## config.mk

```make
export PLATFORM = sky130hd
export DESIGN_NAME = eeprom_data_access_ctrl
export DESIGN_NICKNAME = d
export VERILOG_FILES = /design/src/nvm_pkg.sv /design/src/eeprom_data_access_ctrl.sv /design/src/nvm_array.sv /design/src/nvm_write_timer.sv
export SDC_FILE = /design/constraint.sdc
export NUM_CORES = 1
export LEC_CHECK = 0
export ABC_AREA = 1
export BUFFER_PORTS_ARGS = -buffer_cell sky130_fd_sc_hd__buf_4
export CAP_MARGIN = 40
export CORE_MARGIN = 2
export CORE_UTILIZATION = 31
export CTS_CLUSTER_SIZE = 12
export DETAILED_ROUTE_END_ITERATION = 6
export SYNTH_ARGS = -nofsm -noshare
export SYNTH_HDL_FRONTEND = slang
export SYNTH_HIERARCHICAL = 1
export SYNTH_SLANG_ARGS = --single-unit
```

## constraint.sdc

```tcl
create_clock -name CORE_CLK -period 3.98 [get_ports CORE_CLK]
set_input_delay 0.796 -clock CORE_CLK [delete_from_list [all_inputs] [get_ports CORE_CLK]]
set_output_delay 0.796 -clock CORE_CLK [all_outputs]
set_load 0.02 [all_outputs]
```

## src/nvm_pkg.sv

```systemverilog
`default_nettype none
package nvm_pkg;

  // ********************************************************
  // Array geometry
  // ********************************************************
  localparam int ADDR_W = 6;                 // Byte address width
  localparam int DATA_W = 8;                 // Byte width
  localparam int DEPTH = 64;                 // Bytes in the array

  // ********************************************************
  // Register map
  // ********************************************************
  localparam logic [7:0] NVM_ADDRESS_OFS = 8'h1e;   // Bank 0 SFR
  localparam logic [7:0] NVM_DATA_OFS = 8'h1f;      // Bank 0 SFR
  localparam logic [7:0] BANK_SELECTOR_OFS = 8'h04; // Common SFR
  localparam logic [7:0] NVM_CONTROL_OFS = 8'h40;   // Bank 1 only
  localparam logic BANK_ONE = 1'b1;                 // Control bank

  // ********************************************************
  // Control register fields
  // ********************************************************
  localparam int READ_REQ_BIT = 0;           // Read request
  localparam int READ_EN_BIT = 1;            // read_enable_bit
  localparam int WRITE_REQ_BIT = 2;          // Write request
  localparam int WRITE_EN_BIT = 3;           // write_enable_bit
  localparam int CTRL_W = 4;                 // Implemented bits

  // ********************************************************
  // Reset values
  // ********************************************************
  localparam logic [ADDR_W-1:0] NVM_ADDRESS_RST = 6'h00;
  localparam logic [DATA_W-1:0] NVM_DATA_RST = 8'h00;
  localparam logic [CTRL_W-1:0] NVM_CONTROL_RST = 4'h0;
  localparam logic BANK_SELECT_RST = 1'b0;

  // ********************************************************
  // Timing
  // ********************************************************
  localparam int WRITE_TICKS = 16;           // Timer ticks per write
  localparam int TICK_CNT_W = 8;             // Tick counter width

  // ********************************************************
  // Types
  // ********************************************************
  typedef struct packed {
    logic wr;                                // Write strobe
    logic rd;                                // Read strobe
    logic indirect;                          // Via indirect port
    logic [7:0] addr;                        // Data memory address
    logic [7:0] wdata;                       // Write byte
  } sfr_req_s;

  typedef enum logic [1:0] {
    S_IDLE = 2'b00,                          // No cycle
    S_READ = 2'b01,                          // Array read issued
    S_RLOAD = 2'b10,                         // Load fetched byte
    S_WRITE = 2'b11                          // Timed write running
  } nvm_state_e;

endpackage : nvm_pkg
`default_nettype wire

```

## src/eeprom_data_access_ctrl.sv

```systemverilog
`timescale 1ns/1ns
`default_nettype none

// Behaviour
// - Address, data direct in bank 0; control not
// - Address is 6 bits, upper bits read zero
// - Data is 8-bit read/write, resets zero
// - Write starts only if write enable set
// - Write request stays high until write ends
// - Read starts only if read enable set
// - Read request clears with byte in data
// - Data holds fetched byte until next operation
// - Write length timed by tick source, sampled as a synchronous pulse
// - Write enable cleared at power-on
// - Write end sets both interrupt flags
// - Vector only with all enables, stack free
// - Service clears multi-function flag only
// - Power-down during a cycle makes it fail
// - Array holds 64 bytes, byte access only
// - Bank bit selects bank; direct hits bank 0
module eeprom_data_access_ctrl #(
  parameter int WRITE_TICKS = nvm_pkg::WRITE_TICKS
) (
  input wire logic CORE_CLK,
  input wire logic RST,
  input wire nvm_pkg::sfr_req_s SFR_REQ,
  input wire logic WRITE_TIMER_TICK,
  input wire logic POWER_DOWN,
  input wire logic GLOBAL_IRQ_ENABLE,
  input wire logic NVM_IRQ_ENABLE,
  input wire logic MF_IRQ_ENABLE,
  input wire logic STACK_FULL,
  input wire logic IRQ_SERVICED,
  input wire logic NVM_IRQ_FLAG_CLEAR,
  output logic [7:0] SFR_RDATA,
  output logic SFR_RVALID,
  output logic BANK_SELECT,
  output logic NVM_BUSY,
  output logic ACCESS_FAILED,
  output logic NVM_IRQ_FLAG,
  output logic MF_IRQ_FLAG,
  output logic MF_IRQ_VECTOR
);

  // ********************************************************
  // Address decode
  // ********************************************************
  logic hit_addr;                            // Address register hit
  logic hit_data;                            // Data register hit
  logic hit_bank;                            // Bank selector hit
  logic hit_ctrl;                            // Control register hit

  // Control is bank 1 and indirect only; SFRs ignore bank
  assign hit_addr = SFR_REQ.addr == nvm_pkg::NVM_ADDRESS_OFS;
  assign hit_data = SFR_REQ.addr == nvm_pkg::NVM_DATA_OFS;
  assign hit_bank = SFR_REQ.addr == nvm_pkg::BANK_SELECTOR_OFS;
  assign hit_ctrl = SFR_REQ.indirect
      && BANK_SELECT == nvm_pkg::BANK_ONE
      && SFR_REQ.addr == nvm_pkg::NVM_CONTROL_OFS;

  // ********************************************************
  // Registers and cycle state
  // ********************************************************
  logic [nvm_pkg::ADDR_W-1:0] nvm_address;   // Byte address
  logic [nvm_pkg::DATA_W-1:0] nvm_data;      // Byte buffer
  logic [nvm_pkg::CTRL_W-1:0] nvm_control;   // Enables, requests
  nvm_pkg::nvm_state_e state;                // Cycle state
  logic [nvm_pkg::ADDR_W-1:0] lat_addr;      // Address of cycle
  logic [nvm_pkg::DATA_W-1:0] lat_data;      // Byte being written
  logic [nvm_pkg::ADDR_W-1:0] next_nvm_address;
  logic [nvm_pkg::DATA_W-1:0] next_nvm_data;
  logic [nvm_pkg::CTRL_W-1:0] next_nvm_control;
  nvm_pkg::nvm_state_e next_state;
  logic [nvm_pkg::ADDR_W-1:0] next_lat_addr;
  logic [nvm_pkg::DATA_W-1:0] next_lat_data;
  logic next_bank;
  logic next_busy;
  logic next_failed;

  // ********************************************************
  // Array side strobes
  // ********************************************************
  logic mem_rd;                              // Array read strobe
  logic mem_wr;                              // Array write strobe
  logic [nvm_pkg::DATA_W-1:0] mem_rdata;     // Fetched byte
  logic timer_start;                         // Write timer launch
  logic timer_done;                          // Write time elapsed
  logic write_end;                           // Write completes
  logic abort;                               // Power-down abort
  logic ctrl_wr;                             // Control write
  logic wr_req_new;                          // Write request ask
  logic rd_req_new;                          // Read request ask

  assign ctrl_wr = SFR_REQ.wr && hit_ctrl;
  assign wr_req_new = ctrl_wr && SFR_REQ.wdata[nvm_pkg::WRITE_REQ_BIT];
  assign rd_req_new = ctrl_wr && SFR_REQ.wdata[nvm_pkg::READ_REQ_BIT];
  assign abort = POWER_DOWN && state != nvm_pkg::S_IDLE;
  assign write_end = state == nvm_pkg::S_WRITE && timer_done && !abort;
  assign mem_rd = state == nvm_pkg::S_READ && !abort;
  assign mem_wr = write_end;

  // Next register values, cycle sequencing
  always_comb begin
    next_nvm_address = nvm_address;
    next_nvm_data = nvm_data;
    next_nvm_control = nvm_control;
    next_state = state;
    next_lat_addr = lat_addr;
    next_lat_data = lat_data;
    next_bank = BANK_SELECT;
    next_failed = 1'b0;
    timer_start = 1'b0;
    // Software writes to the plain registers
    if (SFR_REQ.wr && hit_addr) begin
      next_nvm_address = SFR_REQ.wdata[nvm_pkg::ADDR_W-1:0];
    end
    if (SFR_REQ.wr && hit_data) begin
      next_nvm_data = SFR_REQ.wdata;
    end
    if (SFR_REQ.wr && hit_bank) begin
      next_bank = SFR_REQ.wdata[0];
    end
    // Enables always writable; request bits guarded below
    if (ctrl_wr) begin
      next_nvm_control[nvm_pkg::WRITE_EN_BIT] =
          SFR_REQ.wdata[nvm_pkg::WRITE_EN_BIT];
      next_nvm_control[nvm_pkg::READ_EN_BIT] =
          SFR_REQ.wdata[nvm_pkg::READ_EN_BIT];
    end
    case (state)
      nvm_pkg::S_IDLE: begin
        // Enables are sampled before this write, so setting
        // enable and request together starts nothing
        if (wr_req_new && nvm_control[nvm_pkg::WRITE_EN_BIT]) begin
          next_nvm_control[nvm_pkg::WRITE_REQ_BIT] = 1'b1;
          next_lat_addr = nvm_address;
          next_lat_data = nvm_data;
          timer_start = 1'b1;
          next_state = nvm_pkg::S_WRITE;
        end else if (rd_req_new
            && nvm_control[nvm_pkg::READ_EN_BIT]) begin
          // Write wins if both asked, a misuse by software
          next_nvm_control[nvm_pkg::READ_REQ_BIT] = 1'b1;
          next_lat_addr = nvm_address;
          next_state = nvm_pkg::S_READ;
        end
      end
      nvm_pkg::S_READ: begin
        // Array read issued this cycle
        next_state = nvm_pkg::S_RLOAD;
      end
      nvm_pkg::S_RLOAD: begin
        // Fetched byte lands as the request drops
        next_nvm_data = mem_rdata;
        next_nvm_control[nvm_pkg::READ_REQ_BIT] = 1'b0;
        next_state = nvm_pkg::S_IDLE;
      end
      nvm_pkg::S_WRITE: begin
        // Request bit held high; software clears ignored
        if (timer_done) begin
          next_nvm_control[nvm_pkg::WRITE_REQ_BIT] = 1'b0;
          next_state = nvm_pkg::S_IDLE;
        end
      end
      default: begin
        next_state = nvm_pkg::S_IDLE;
      end
    endcase
    // Power-down kills the cycle; nothing reaches the array
    if (abort) begin
      next_nvm_control[nvm_pkg::WRITE_REQ_BIT] = 1'b0;
      next_nvm_control[nvm_pkg::READ_REQ_BIT] = 1'b0;
      next_state = nvm_pkg::S_IDLE;
      next_failed = 1'b1;
    end
    next_busy = next_state != nvm_pkg::S_IDLE;
  end

  // Register file and state; all reset to zero at power-on
  always_ff @(posedge CORE_CLK or posedge RST) begin
    if (RST) begin
      nvm_address <= nvm_pkg::NVM_ADDRESS_RST;
      nvm_data <= nvm_pkg::NVM_DATA_RST;
      nvm_control <= nvm_pkg::NVM_CONTROL_RST;
      state <= nvm_pkg::S_IDLE;
      lat_addr <= '0;
      lat_data <= '0;
      BANK_SELECT <= nvm_pkg::BANK_SELECT_RST;
      NVM_BUSY <= 1'b0;
      ACCESS_FAILED <= 1'b0;
    end else begin
      nvm_address <= next_nvm_address;
      nvm_data <= next_nvm_data;
      nvm_control <= next_nvm_control;
      state <= next_state;
      lat_addr <= next_lat_addr;
      lat_data <= next_lat_data;
      BANK_SELECT <= next_bank;
      NVM_BUSY <= next_busy;
      ACCESS_FAILED <= next_failed;
    end
  end

  // ********************************************************
  // Read port
  // ********************************************************
  logic [7:0] next_rdata;
  logic next_rvalid;

  // Unimplemented bits read zero; unmapped gives no valid
  always_comb begin
    next_rdata = 8'h00;
    next_rvalid = 1'b0;
    if (SFR_REQ.rd) begin
      if (hit_ctrl) begin
        next_rdata = {4'h0, nvm_control};
        next_rvalid = 1'b1;
      end else if (hit_addr) begin
        next_rdata = {2'b00, nvm_address};
        next_rvalid = 1'b1;
      end else if (hit_data) begin
        next_rdata = nvm_data;
        next_rvalid = 1'b1;
      end else if (hit_bank) begin
        next_rdata = {7'h00, BANK_SELECT};
        next_rvalid = 1'b1;
      end
    end
  end

  // Register read answer
  always_ff @(posedge CORE_CLK or posedge RST) begin
    if (RST) begin
      SFR_RDATA <= 8'h00;
      SFR_RVALID <= 1'b0;
    end else begin
      SFR_RDATA <= next_rdata;
      SFR_RVALID <= next_rvalid;
    end
  end

  // ********************************************************
  // Interrupt request flags
  // ********************************************************
  logic next_nvm_flag;
  logic next_mf_flag;
  logic next_vector;

  // Set wins over any clear arriving in the same cycle
  always_comb begin
    next_nvm_flag = NVM_IRQ_FLAG;
    next_mf_flag = MF_IRQ_FLAG;
    if (NVM_IRQ_FLAG_CLEAR) begin
      next_nvm_flag = 1'b0;
    end
    if (IRQ_SERVICED) begin
      next_mf_flag = 1'b0;
    end
    if (write_end) begin
      next_nvm_flag = 1'b1;
      next_mf_flag = 1'b1;
    end
    // Vector request needs every enable and stack room
    next_vector = next_mf_flag && next_nvm_flag && GLOBAL_IRQ_ENABLE
        && NVM_IRQ_ENABLE && MF_IRQ_ENABLE && !STACK_FULL;
  end

  // Register the flags
  always_ff @(posedge CORE_CLK or posedge RST) begin
    if (RST) begin
      NVM_IRQ_FLAG <= 1'b0;
      MF_IRQ_FLAG <= 1'b0;
      MF_IRQ_VECTOR <= 1'b0;
    end else begin
      NVM_IRQ_FLAG <= next_nvm_flag;
      MF_IRQ_FLAG <= next_mf_flag;
      MF_IRQ_VECTOR <= next_vector;
    end
  end

  // ********************************************************
  // Array and write timer
  // ********************************************************
  // Array is never mapped into data memory, one byte a cycle
  nvm_array #(
    .ADDR_W(nvm_pkg::ADDR_W),
    .DATA_W(nvm_pkg::DATA_W),
    .DEPTH(nvm_pkg::DEPTH)
  ) u_array (
    .clk(CORE_CLK),
    .rd_en(mem_rd),
    .wr_en(mem_wr),
    .addr(lat_addr),
    .wdata(lat_data),
    .rdata(mem_rdata)
  );

  // Tick source is asynchronous in silicon; here it arrives
  // as a synchronous pulse, so write length varies with it
  nvm_write_timer #(
    .CNT_W(nvm_pkg::TICK_CNT_W),
    .TICKS(WRITE_TICKS)
  ) u_timer (
    .clk(CORE_CLK),
    .rst(RST),
    .start(timer_start),
    .abort(abort),
    .tick(WRITE_TIMER_TICK),
    .done(timer_done)
  );

endmodule : eeprom_data_access_ctrl
`default_nettype wire

```

## src/nvm_array.sv

```systemverilog
`timescale 1ns/1ns
`default_nettype none

module nvm_array #(
  parameter int ADDR_W = nvm_pkg::ADDR_W,
  parameter int DATA_W = nvm_pkg::DATA_W,
  parameter int DEPTH = nvm_pkg::DEPTH
) (
  input wire logic clk,
  input wire logic rd_en,
  input wire logic wr_en,
  input wire logic [ADDR_W-1:0] addr,
  input wire logic [DATA_W-1:0] wdata,
  output logic [DATA_W-1:0] rdata
);

  // ********************************************************
  // Storage, one byte per access
  // ********************************************************
  logic [DATA_W-1:0] mem [DEPTH];            // Byte cells

  // Read data come out of a register
  always_ff @(posedge clk) begin
    if (wr_en) begin
      mem[addr] <= wdata;
    end
    if (rd_en) begin
      rdata <= mem[addr];
    end
  end

endmodule : nvm_array
`default_nettype wire

```

## src/nvm_write_timer.sv

```systemverilog
`timescale 1ns/1ns
`default_nettype none

module nvm_write_timer #(
  parameter int CNT_W = nvm_pkg::TICK_CNT_W,
  parameter int TICKS = nvm_pkg::WRITE_TICKS
) (
  input wire logic clk,
  input wire logic rst,
  input wire logic start,
  input wire logic abort,
  input wire logic tick,
  output logic done
);

  // ********************************************************
  // Tick counter
  // ********************************************************
  localparam logic [CNT_W-1:0] LAST = CNT_W'(TICKS - 1);
  logic [CNT_W-1:0] cnt;                     // Ticks seen
  logic run;                                 // Timing a write
  logic [CNT_W-1:0] next_cnt;
  logic next_run;
  logic next_done;

  // Length follows the tick source, not the system clock
  always_comb begin
    next_cnt = cnt;
    next_run = run;
    next_done = 1'b0;
    if (abort) begin
      next_run = 1'b0;
    end else if (start) begin
      next_run = 1'b1;
      next_cnt = '0;
    end else if (run && tick) begin
      if (cnt == LAST) begin
        next_run = 1'b0;
        next_done = 1'b1;
      end else begin
        next_cnt = cnt + 1'b1;
      end
    end
  end

  // Register the counter
  always_ff @(posedge clk or posedge rst) begin
    if (rst) begin
      cnt <= '0;
      run <= 1'b0;
      done <= 1'b0;
    end else begin
      cnt <= next_cnt;
      run <= next_run;
      done <= next_done;
    end
  end

endmodule : nvm_write_timer
`default_nettype wire
```

* Yosys cells after proc, flatten, opt, wreduce, memory -nomap -nowiden
Memory sizes are Yosys's and may differ from the RTL's. A register that Yosys moved wholly into a read port is not among the register bits. Index checks and enable logic that the tools add are counted.
Storage, ports and cells: register bits 59, bits in writable memories 512, bits of input ports 29, output and inout bits 15, logic and storage cells 120, memories kept 1
Operators by class: add/subtract/negate cells 1, equal/unequal tests 13, multiplexer cells 47, bitwise gates (word level) 1, reductions and logical operators 38
Memories:
- u_array.mem | depth 64, bits a word 8, read ports 1, clocked after Yosys merged registers in 1, write ports 1, line nvm_array.sv:20 | logic [DATA_W-1:0] mem [DEPTH];
Operators by type and width (count):
- $mux 8 | 9
- $mux 1 | 29
- $logic_and 1x1->1 | 20
- $eq 8x5->1 const B | 2
- $mux 6 | 2
- $reduce_bool 3->1 | 4
- $reduce_bool 2->1 | 5
- $ne 3x3->1 const B | 3
- $reduce_and 3->1 | 3
- $add 8x1->8 const B | 1
- $eq 8x3->1 const B | 1
- $eq 8x4->1 const B | 1
- $eq 8x7->1 const B | 1
- $mux 2 | 4
- $pmux 2 s4 | 1
- $reduce_and 2->1 | 3
- $eq 2x2->1 const B | 2
- $pmux 1 s2 | 2
- $ne 3x2->1 const B | 1
- $eq 2x1->1 const B | 1
- $logic_not 1->1 | 2
- $logic_not 2->1 | 1
- $ne 2x2->1 const B | 1
- $not 1->1 | 1

* Logic depth before layout (Yosys ltp)
Gate-level depths: netlist (run 1).
depth in word-level cells 10, mapped depth 13, depth with buffers taken out 11

* Cells and area by module
Netlist (run 1), hierarchy kept.
Modules (own cells, without submodules):
- nvm_array | times used 1, cells each 2167, area each 22125.0 um^2, sequential area each 15615.0 um^2
- eeprom_data_access_ctrl | times used 1, cells each 259, area each 2217.1 um^2, sequential area each 1226.2 um^2
- nvm_write_timer | times used 1, cells each 80, area each 585.6 um^2, sequential area each 250.2 um^2

* Worst setup path after synthesis (run 1)
No wires, ideal clock.
path type input port to flip-flop, from input POWER_DOWN, to memory u_array.mem[41][0], enable pin, library setup time 395 ps, arrival time 2429 ps, required time 3585 ps, path slack 1156 ps, cell stages on the path 6, buffers on the path 1, cell sequence inv_1 > nand2_1 > nor3_1 > clkbuf_1 > inv_1 > nor4_1
On the way: longest elaborated chain between the ends 5
Ends and longest elaborated chain:
- start: declaration | line eeprom_data_access_ctrl.sv:28 | input wire logic POWER_DOWN,
- $logic_and 1x1->1 | line eeprom_data_access_ctrl.sv:97 | assign abort = POWER_DOWN && state != nvm_pkg::S_IDLE;
- $logic_not 1->1 | line eeprom_data_access_ctrl.sv:98 | assign write_end = state == nvm_pkg::S_WRITE && timer_done && !abort;
- $logic_and 1x1->1 | line eeprom_data_access_ctrl.sv:98
- named net mem_wr | line eeprom_data_access_ctrl.sv:84 | logic mem_wr;
- $mux 1 | line nvm_array.sv:24 | if (wr_en) begin
- $mux 1 (not written as such) | line nvm_array.sv:25 | mem[addr] <= wdata;
- end: declaration | line nvm_array.sv:20
The timed path passes the listed nets, and every way through them passes these cells.

* Worst setup path after layout (run 1)
from register lat_addr[2] (netlist bit), to memory u_array.mem[49][0], enable pin
RTL lines:
- start: declaration | line eeprom_data_access_ctrl.sv:68 | logic [nvm_pkg::ADDR_W-1:0] lat_addr;
- start signal: assignment | line eeprom_data_access_ctrl.sv:196 | lat_addr <= next_lat_addr;
Straight into the memory's write port.

==> out/qor.txt, run 1 <==
main combinational cell family by area after synthesis: simple AND/OR/NAND/NOR gates
Clock transition at path regs: 60 ps
Async SR Flop Fraction: 10.2%
CORE AREA: 79300 µm²
post-CTS setup buffers: 0
Yosys reg bits: 579
worst endpoint required time: 4230 ps
Worst Hold Class: in2async
number of port buffers: 43
synth unique cells: 36
vias in the first global route: 16.6k
die area: 82700 µm²
Synth Area in Simple Gates: 25.9%
CP dominant cell by count: nor2_1
Crit-path slowest cell: nor2_1
Sink Count: 579
Iter 0 DRT Violations: 1467
worst r2r path cells: 3
Total GRT Usage: 15.0%
Main synth FF type: edfxtp_1
H-tree levels: 2
# setup viols final: 0
Initial Utilization: 31.5%
I/O Pins: 44
Mapped Nets: 2536
Largest delay share family, worst path: simple AND/OR/NAND/NOR gates
Leak: 10.7 nW
Area Overhead vs Synth: 13.7%
root buf cell: clkbuf_16
VDD IR max: 288 µV
fin crit period: 3030 ps
final hold violations: 0
final instance area: 28300 µm²
placed cell area: 26600 µm²
Max Cap Violations: 0
Final TNS setup: 0 ps
XOR/XNOR Fraction of Synth Area: 0%
Cell Chain, Critical Path: nor2_1 > nand3_1 > nor2_1
Fill cells: 7849
max incr delay on CP: 760 ps
Yosys Warn Count: 6
vias after detailed routing: 16.9k
GRT Residual Overflow: 0
reg2reg setup slack: 950 ps
complex-gate fraction of the synthesized area: 1.49%
layout cells sized above 1: 9.07%
NumNets Final: 2606
CP bufs+invs: 0
Syn Inst Count: 2506
Worst Path Class, Setup: reg2reg
period utilization: 76.1%
Slew Limit Fails: 0
clock buffer count from CTS: 58
critical path arrival: 3280 ps
Final ANT Viol Nets: 0
RR Startpoint: lat_addr[2]$_DFFE_PP0P_
RSZ-0062 raised after global routing: no
GP Congestion: 0.861
Avg Vias per Cell: 4.61
post-DP HPWL: 37700 µm
Post-synth EDFFs: 520
mux cell area share after synthesis: 0.181%
Die W: 288 µm
worst skew pair latency: 630 ps
cell area after synthesis: 24900 µm²
critical path peak fanout: 28
WL/cell: 17.0 µm
largest net degree at the start of global routing: 154
Post-Layout Cell Count: 3664
first-pass GRT wire length: 96700 µm
post-CTS resize count: 0
Seq/Total Area, Yosys: 68.6%
Sequential Area: 17100 µm²
status: finished, final reports clean
routed wire length: 62200 µm
multi-input logic area: 6880 µm²
CTS tree: built
DRC viols: 0
Hold-fix buffers, CTS: 0
dpl cells: 3566
n_diodes: 0
Post-Synth Adder-Cell Area: 0.0502%
PwrDens: 412 nW/µm²
first-pass detailed-route iteration total: 7
Rel. slew slack: 41.7%
clk buf depth: 3
Cell Rows: 103
worst slew pin tran: 872 ps
fmax: 0.330 GHz
Critical Path Sink Type: register
r2r endpoint: u_array/mem[49][0]$_DFFE_PP_
initial antenna violation count: 0
Syn Area/Cell: 9.95 µm²
Clock Skews: 14.9 ps
Die H: 288 µm
Critical Path Start Type: register
## worst max-delay path by stage
stage / from / end / slack, ps / depth (start not counted)
final: lat_addr[2]$_DFFE_PP0P_ / u_array/mem[49][0]$_DFFE_PP_ / 950 / 3
after global routing: lat_addr[2]$_DFFE_PP0P_ / u_array/mem[49][6]$_DFFE_PP_ / 880 / 3
after CTS: lat_addr[2]$_DFFE_PP0P_ / u_array/mem[49][6]$_DFFE_PP_ / 1050 / 3
after detailed placement: POWER_DOWN / u_array/mem[33][1]$_DFFE_PP_ / 900 / 7
after global placement: POWER_DOWN / u_array/mem[49][7]$_DFFE_PP_ / 950 / 7
after floorplan: POWER_DOWN / u_array/mem[41][0]$_DFFE_PP_ / 1160 / 6
## per-layer routing
layer | track usage (%) | share of wire, % | vias to the layer above
met3 | 2.24 | 5.7 | 117
met2 | 24.5 | 47 | 457
li1 | - | - | 8230
met4 | 4.18 | 2.4 | 0
met5 | 0 | 0 | -
met1 | 20.7 | 45 | 8079
## synthesized netlist by cell type, types with 2 or more instances
master / count / area (µm²)
a21oi_1: 9 / 45.0
dfrtp_1: 59 / 1480
nor2_4: 2 / 22.5
inv_1: 75 / 282
or2_1: 4 / 25.0
buf_2: 55 / 275
inv_2: 8 / 30.0
mux2_2: 4 / 45.0
nor4_1: 2 / 12.5
or2_2: 4 / 25.0
o21ai_0: 29 / 145
o21bai_1: 2 / 15.0
o21ai_2: 2 / 17.5
buf_6: 18 / 203
nor3_1: 10 / 50.1
a31oi_1: 2 / 12.5
clkbuf_1: 23 / 86.3
buf_1: 4 / 15.0
o21ai_1: 12 / 60.1
edfxtp_1: 520 / 15600
nand2_2: 3 / 18.8
nand2_1: 1475 / 5540
nor2_2: 3 / 18.8
nand3_1: 36 / 180
buf_4: 8 / 60.1
nand3_2: 3 / 30.0
nor2_1: 105 / 394
o211ai_1: 9 / 67.6
nor3_2: 8 / 80.1
nand4_1: 6 / 37.5
## state kept, by name, indices dropped and copies added, names as in the netlist, 2 cells and up
signal,cells
SFR_RDATA,8
nvm_data,8
state,2
u_array/mem,512
nvm_control,4
u_timer/cnt,8
nvm_address,6
lat_data,8
u_array/rdata,8
lat_addr,6
## report_power, final
part,internal (mW),leakage (nW),switching [mW]
Combinational,0.0305,5.47,0.0419
Clock,2.84,0.831,2.23
Sequential,6.54,4.42,0.00558
## through the flow
stage	setup WS (ps)	hold slack [ps]	total power, mW	utilization (%)
2_1_floorplan	1160	436	6.70	-
3_3_place_gp	945	452	6.74	33.4
3_5_place_dp	897	461	6.74	33.6
4_1_cts	1050	164	11.8	35.8
5_1_grt	875	190	12.0	35.8
6_report	951	177	11.7	35.8
## cells by family after synthesis
| logic type | count (synthesis) |
|---|---|
| fa+ha+maj | 1 |
| buf+inv | 193 |
| compound gates | 66 |
| simple gates | 1663 |
| mux | 4 |
| flops | 579 |
## worst register-to-register path, stage by stage, from the launching register on
cell,delay [ps]
dfrtp_2,650
nor2_1,620
nand3_1,620
nor2_1,770
## cells in the final DEF (no fill, tap or decap), types with 8 or more instances in the layout
| master | count |
|---|---|
| clkinv_1 | 12 |
| a21oi_1 | 9 |
| inv_2 | 8 |
| o21ai_0 | 29 |
| clkbuf_16 | 62 |
| o211ai_1 | 9 |
| buf_4 | 111 |
| nor2_1 | 105 |
| dfrtp_2 | 9 |
| nor3_2 | 8 |
| dfrtp_1 | 48 |
| nand2_1 | 1475 |
| nor3_1 | 10 |
| nand3_1 | 36 |
| edfxtp_1 | 520 |
| clkbuf_1 | 19 |
| inv_1 | 74 |
| o21ai_1 | 12 |
## cell type report
| cell class | count | share of cell area [%] |
|---|---|---|
| clock buffer | 83 | 5.82 |
| sequential | 579 | 60.4 |
| tap | 1050 | 4.64 |
| clock inverter | 15 | 0.212 |
| multi-input combinational | 1734 | 24.3 |
| inverter | 84 | 1.14 |
| timing repair buffer | 119 | 3.56 |
Power figures use the tool's default switching activity.
==> inputs of run 2 (changes only) <==
- ABC_AREA: 1 -> 0
- clock period: 3.98 -> 2.5 ns (I/O delays scaled with it)
==> run 2 against run 1 <==
  * Sequential power increased by 59%
  * Flip-flop and latch count unchanged
  * Critical path depth up 4
  * Highest routed layer unchanged
  * Register-to-register slack got worse by 1000 ps
  * Clock skew grew 13 ps
  * Largest cell class unchanged
  * Non-clock buffer count increased by 172
  * Area after synthesis decreased by 6.3%
  * Critical path type unchanged
  * Global-route usage up 0.80 points
  * Synthesized cell count is 44% lower
  * The flow now finishes with violations (setup timing)
==> out/qor.txt, run 2 <==
Die W: 279 µm (-3.1%)
ranking of synthesized cells by area: edfxtp_1 (67%), dfrtp_1 (6.3%), mux4_2 (4.0%)
final instance area: 28800 µm² (+1.5%)
Max Cap Violations: 0 (unchanged)
worst skew pair latency: 640 ps (about the same)
H-tree levels: 2 (unchanged)
Rel. slew slack: 42.6% (+0.90 points)
Cell Rows: 100 (-2.9%)
VDD IR max: 524 µV (+82%)
WL/cell: 23.2 µm (+37%)
Critical Path Start Type: register
Leak: 8.85 nW (-17%)
Sequential Area: 17100 µm² (about the same)
routed wire length: 62400 µm (+0.27%)
Die H: 279 µm (-3.1%)
DRC viols: 0 (unchanged)
CTS tree: built
placed cell area: 26500 µm² (-0.59%)
Syn Inst Count: 1411 (-44%)
Final ANT Viol Nets: 0 (unchanged)
I/O Pins: 44 (unchanged)
post-DP HPWL: 42000 µm (+11%)
Avg Vias per Cell: 5.24 (+14%)
fin crit period: 2570 ps (-458 ps)
Total GRT Usage: 15.8% (+0.80 points)
most frequent cells in the layout: edfxtp_1 (520), buf_4 (255), nor2_1 (85)
Final TNS setup: -335 ps (-335 ps)
Final Worst Setup Slack: -71.2 ps (-1020 ps)
worst hold start: NVM_IRQ_FLAG_CLEAR
vias after detailed routing: 14.1k (-17%)
reg2reg setup slack: -70 ps (-1020 ps)
Post-synth EDFFs: 520 (unchanged)
RR Startpoint: lat_addr[1]$_DFFE_PP0P_
Sink Count: 579 (unchanged)
GRT Residual Overflow: 0 (unchanged)
die area: 77600 µm² (-6.2%)
root buf cell: clkbuf_16
Seq/Total Area, Yosys: 73.1% (+4.6 points)
Area Overhead vs Synth: 23.2%
RSZ-0062 raised after global routing: yes
clk buf depth: 3 (unchanged)
number of port buffers: 43 (unchanged)
initial antenna violation count: 0 (unchanged)
most flop-heavy register: u_array/mem
clock buffer count from CTS: 60 (+3.4%)
most common cell in the netlist: edfxtp_1
Mapped Nets: 1441 (-43%)
vias in the first global route: 14.3k (-14%)
Worst Path Class, Setup: reg2reg
Syn Area/Cell: 16.6 µm² (+66%)
synth unique cells: 75 (+110%)
largest net degree at the start of global routing: 66 (-57%)
Main synth FF type: edfxtp_1
final hold violations: 0 (unchanged)
worst r2r path cells: 7 (+4)
first-pass GRT wire length: 92300 µm (-4.6%)
Largest register FFs: 512 (unchanged)
critical path arrival: 2940 ps (-340 ps)
Iter 0 DRT Violations: 1414 (-3.6%)
Slew Limit Fails: 0 (unchanged)
cell area after synthesis: 23400 µm² (-6.3%)
multi-input logic area: 6030 µm² (-12%)
worst endpoint required time: 2870 ps (-1360 ps)
Initial Utilization: 31.3% (-0.11 points)
dpl ws: -331 ps (-1230 ps)
period utilization: 103% (+27 points)
r2r endpoint: u_array/rdata[5]$_DFFE_PP_
Hold Path Sink: NVM_IRQ_FLAG$_DFF_PP0_
n_diodes: 0 (unchanged)
Critical Path Sink Type: register
Worst Hold Class: in2reg
Crit-path slowest cell: or4b_1
first-pass detailed-route iteration total: 5 (-2)
failing checks: setup timing
GP Congestion: 0.895 (+4.0%)
fmax: 0.389 GHz (+18%)
Yosys Warn Count: 6 (unchanged)
# setup viols final: 6 (+6)
status: complete, but fails checks
WHS Path Cells: 2
layout cells sized above 1: 30.0% (+21 points)
Cell Chain, Critical Path: buf_12 > buf_12 > mux4_2 > mux2i_1 > o22a_1 > o21ai_1 > or4b_1
critical path peak fanout: 17 (-39%)
CP dominant cell by count: buf_12
PwrDens: 655 nW/µm² (+59%)
worst slew pin tran: 861 ps (-10.3 ps)
Async SR Flop Fraction: 10.2% (unchanged)
synth cell count leaders: edfxtp_1 (520), nor2_1 (88), mux2i_1 (71)
most common cell after layout, fill and taps aside: edfxtp_1
max incr delay on CP: 520 ps (-240 ps)
Clock transition at path regs: 60 ps (about the same)
cell taking the most area after synthesis: edfxtp_1
Clock Skews: 27.8 ps (+12.9 ps)
Synth top area share: 66.8% (+4.2 points)
NumNets Final: 1705 (-35%)
Fill cells: 6798 (-13%)
CORE AREA: 74600 µm² (-5.9%)
Yosys reg bits: 579 (unchanged)
## run 2: worst max-delay path by stage
stage	start	end	cells past startpoint
detailed placement	lat_addr[1]$_DFFE_PP0P_	u_array/rdata[2]$_DFFE_PP_	8
CTS	lat_addr[1]$_DFFE_PP0P_	u_array/rdata[7]$_DFFE_PP_	8
floorplan	lat_addr[1]$_DFFE_PP0P_	u_array/mem[13][0]$_DFFE_PP_	7
global route	lat_addr[1]$_DFFE_PP0P_	u_array/rdata[4]$_DFFE_PP_	8
global placement	lat_addr[1]$_DFFE_PP0P_	u_array/rdata[2]$_DFFE_PP_	8
finish	lat_addr[1]$_DFFE_PP0P_	u_array/rdata[5]$_DFFE_PP_	7
## run 2: report_power, final
group          switching [mW]  internal, mW
clock                    3.60          4.73
combinational          0.0530        0.0488
sequential             0.0122          10.4
total                    3.66          15.2
## run 2: logic make-up after synthesis
| family | synth area share (%) |
|---|---|
| AO/OA/AOI/OAI | 8.63 |
| adder cells (fa/ha/maj) | 0.0535 |
| buffers and inverters | 2.25 |
| flip-flops | 73.1 |
| multiplexers | 8.95 |
| AND/OR/NAND/NOR | 6.97 |
## run 2: layout make-up
class / count / area share (%)
multi-input cells: 727 / 21.0
clock buffers: 82 / 5.64
repair buffers: 291 / 8.83
well taps: 969 / 4.21
clock inverters: 23 / 0.670
inverters: 16 / 0.222
flip-flops and latches: 579 / 59.5
## run 2: stage by stage
| step | util, % | hold WS [ps] | power, mW | instances |
|---|---|---|---|---|
| CTS | 38.2 | 41.8 | 19.0 | 2676 |
| global placement | 35.5 | 487 | 10.7 | 2566 |
| global route | 38.6 | 61.6 | 19.4 | 2687 |
| floorplan | - | 340 | 10.7 | 1411 |
| finish | 38.6 | 73.7 | 18.8 | 2687 |
| detailed placement | 35.5 | 497 | 10.7 | 2567 |
## run 2: what timing repair did
action,4_1_cts,5_1_grt
pin swaps,10,13
hold buffers,1,0
endpoints found under the setup margin,8,30
endpoints found under the hold margin,32,0
buffers inserted,3,9
gates cloned,0,2
gates resized for setup,34,36
## run 2: worst max-delay path: cells and delay by family, from the launching register on
kind / cells / cell delay, ps
buffers and inverters: 2 / 340
multiplexers: 2 / 650
AO/OA/AOI/OAI: 2 / 330
flip-flops: 1 / 450
AND/OR/NAND/NOR: 1 / 520
## run 2: per-layer routing
| metal | part of all wire, % | track usage, % |
|---|---|---|
| met1 | 42 | 20.9 |
| met3 | 7.0 | 2.93 |
| met5 | 0 | 0 |
| met4 | 3.5 | 6.63 |
| met2 | 47 | 25.6 |
==> inputs of run 3 (changes only) <==
- CORE_MARGIN: 2 -> 3
==> run 3 against run 2 <==
  * The run still ends with setup timing left
  * Count of clock-buffer cells in the layout rose by 8
  * Via count up 1.7%
  * Critical path depth decreased by 1
  * Setup slack worse by 36 ps
  * Final cell count rose by 0.78%
  * Die area up 1.4%
  * Critical endpoint is now u_array/rdata[7]$_DFFE_PP_
==> out/qor.txt, run 3 (synthesis results as in run 2) <==
post-DP HPWL: 43200 µm (+2.9%)
CORE AREA: 74600 µm² (unchanged)
layout cells sized above 1: 31.9% (+1.9 points)
Fill cells: 6754 (-0.65%)
Die H: 281 µm (+0.72%)
worst endpoint required time: 2840 ps (-30 ps)
Largest delay share family, worst path: multiplexers
GP Congestion: 0.906 (+1.2%)
Critical Path Start Type: register
max incr delay on CP: 580 ps (+60 ps)
Final Worst Setup Slack: -107 ps (-35.5 ps)
first-pass detailed-route iteration total: 6 (+1)
worst skew pair latency: 610 ps (-30 ps)
PwrDens: 650 nW/µm² (-0.78%)
clock share of power: 44.4% (+0.2 points)
period utilization: 104% (+1.4 points)
routed wire length: 64700 µm (+3.8%)
most common cell after layout, fill and taps aside: edfxtp_1
critical path peak fanout: 6 (-11)
NumNets Final: 1727 (+1.3%)
dpl ws: -294 ps (+36.6 ps)
Sink Count: 579 (unchanged)
vias after detailed routing: 14.3k (+1.7%)
Crit-path slowest cell: dfrtp_4
critical path arrival: 2950 ps (about the same)
clock buffer count from CTS: 59 (-1.7%)
first-pass GRT wire length: 95300 µm (+3.3%)
Area Overhead vs Synth: 24.6%
Cell Chain, Critical Path: buf_6 > mux2_4 > mux4_2 > o21ai_4 > o2111ai_2 > or4b_1
Max Cap Violations: 0 (unchanged)
die area: 78700 µm² (+1.4%)
CP bufs+invs: 1 (-1)
Final ANT Viol Nets: 0 (unchanged)
# setup viols final: 6 (unchanged)
Clock Skews: 23.6 ps (-4.29 ps)
H-tree levels: 2 (unchanged)
final hold violations: 0 (unchanged)
Switching Share: 19.0% (-0.48 points)
RSZ-0062 raised after global routing: yes
Slew Limit Fails: 0 (unchanged)
I/O Pins: 44 (unchanged)
VDD IR max: 539 µV (+3.0%)
initial antenna violation count: 3 (+3)
worst slew pin tran: 793 ps (-68.2 ps)
vias in the first global route: 14.3k (-0.091%)
power share of the sequential group: 55.1% (-0.2 points)
Leak: 8.97 nW (+1.4%)
Critical Path Sink Type: register
Avg Vias per Cell: 5.29 (+0.91%)
Initial Utilization: 31.3% (unchanged)
GRT Residual Overflow: 0 (unchanged)
Rel. slew slack: 47.1% (+4.5 points)
Cell Rows: 100 (unchanged)
Iter 0 DRT Violations: 1447 (+2.3%)
clk buf depth: 3 (unchanged)
Psw: 3.59 mW (-2.1%)
Total GRT Usage: 16.2% (+0.43 points)
root buf cell: clkbuf_16
fin crit period: 2610 ps (+35.5 ps)
fmax: 0.384 GHz (-1.4%)
Largest register FFs: 512 (unchanged)
Clock transition at path regs: 60 ps (about the same)
internal power: 15.3 mW (+0.99%)
most flop-heavy register: u_array/mem
Final Core Density: 39.0% (+0.45 points)
DRC viols: 0 (unchanged)
largest net degree at the start of global routing: 66 (unchanged)
Die W: 281 µm (+0.72%)
failing checks: setup timing
Worst Path Class, Setup: reg2reg
status: complete, but fails checks
WL/cell: 23.9 µm (+3.0%)
Comb power frac: 0.5% (about the same)
number of port buffers: 43 (unchanged)
Worst Hold Class: in2reg
most frequent cells in the layout: edfxtp_1 (520), buf_4 (274), nor2_1 (82)
CTS tree: built
run 3: changes by cell type in the layout (fill, tap and decap cells not counted), sizes merged:
cell and delta:
clkinvlp -2, clkbuf +6, buf +24, inv -1
diode +1, and2 +1, clkinv -8
run 3: layout make-up:
cell class | instances | area (µm²) | area share, %
sequential | 579 | 17100 | 58.8
multi-input combinational | 728 | 6140 | 21.1
timing repair buffer | 313 | 2760 | 9.49
clock buffer | 90 | 1720 | 5.89
tap | 969 | 1210 | 4.16
clock inverter | 12 | 109 | 0.374
inverter | 16 | 60.1 | 0.206
antenna | 1 | 2.50 | 0.00859
run 3: worst paths after layout:
check,start,end,slack [ps],depth (start not counted)
setup / recovery,lat_addr[1]$_DFFE_PP0P_,u_array/rdata[7]$_DFFE_PP_,-110,6
hold / removal,NVM_IRQ_FLAG_CLEAR,NVM_IRQ_FLAG$_DFF_PP0_,90,2
setup reg to reg,lat_addr[1]$_DFFE_PP0P_,u_array/rdata[7]$_DFFE_PP_,-110,6
hold reg to reg,nvm_control[2]$_DFFE_PP0P_,nvm_control[2]$_DFFE_PP0P_,520,1
max in group asynchronous,RST,lat_data[7]$_DFFE_PP0P_,1360,4
min in group asynchronous,RST,u_timer/cnt[6]$_DFFE_PP0P_,450,3
run 3: power by group through the flow:
stage	Combinational (mW)	Sequential, mW	Clock [mW]
after global placement	0.101	10.6	0
final	0.104	10.4	8.40
after CTS	0.106	10.4	8.56
after detailed placement	0.104	10.6	0
after floorplan	0.0365	10.6	0
after global routing	0.116	10.4	8.95
run 3: what timing repair did:
action / CTS / global route
hold endpoints to repair: 31 / 0
gates resized for setup: 56 / 41
cloned: 1 / 1
pin swaps: 18 / 15
setup buffers: 18 / 4
hold buffers: 1 / 0
endpoints found under the setup margin: 18 / 21
run 3: worst register-to-register path: stages, from the launching register on:
cell and delay [ps]:
dfrtp_4 580, buf_6 180, mux2_4 290, mux4_2 490
o21ai_4 190, o2111ai_2 140, or4b_1 480
run 3: stage by stage:
stage                     hold WS, ps  cells  area, µm²  setup TNS (ps)  power, mW
final                            91.5   2708      29100            -397       18.9
after global routing             97.7   2707      29100            -767       19.5
after CTS                        56.5   2702      28900            -267       19.1
after detailed placement          505   2581      26600           -2760       10.7
after global placement            486   2580      26600           -2080       10.7
after floorplan                   340   1411      23400               0       10.7
run 3: routing by layer:
metal / up-vias / GRT usage, % / part of all wire (%)
met5: - / 0 / 0.040
met3: 110 / 2.83 / 7.5
met4: 4 / 5.25 / 3.0
met1: 7369 / 22.2 / 42
met2: 604 / 26.3 / 47
li1: 6234 / - / -
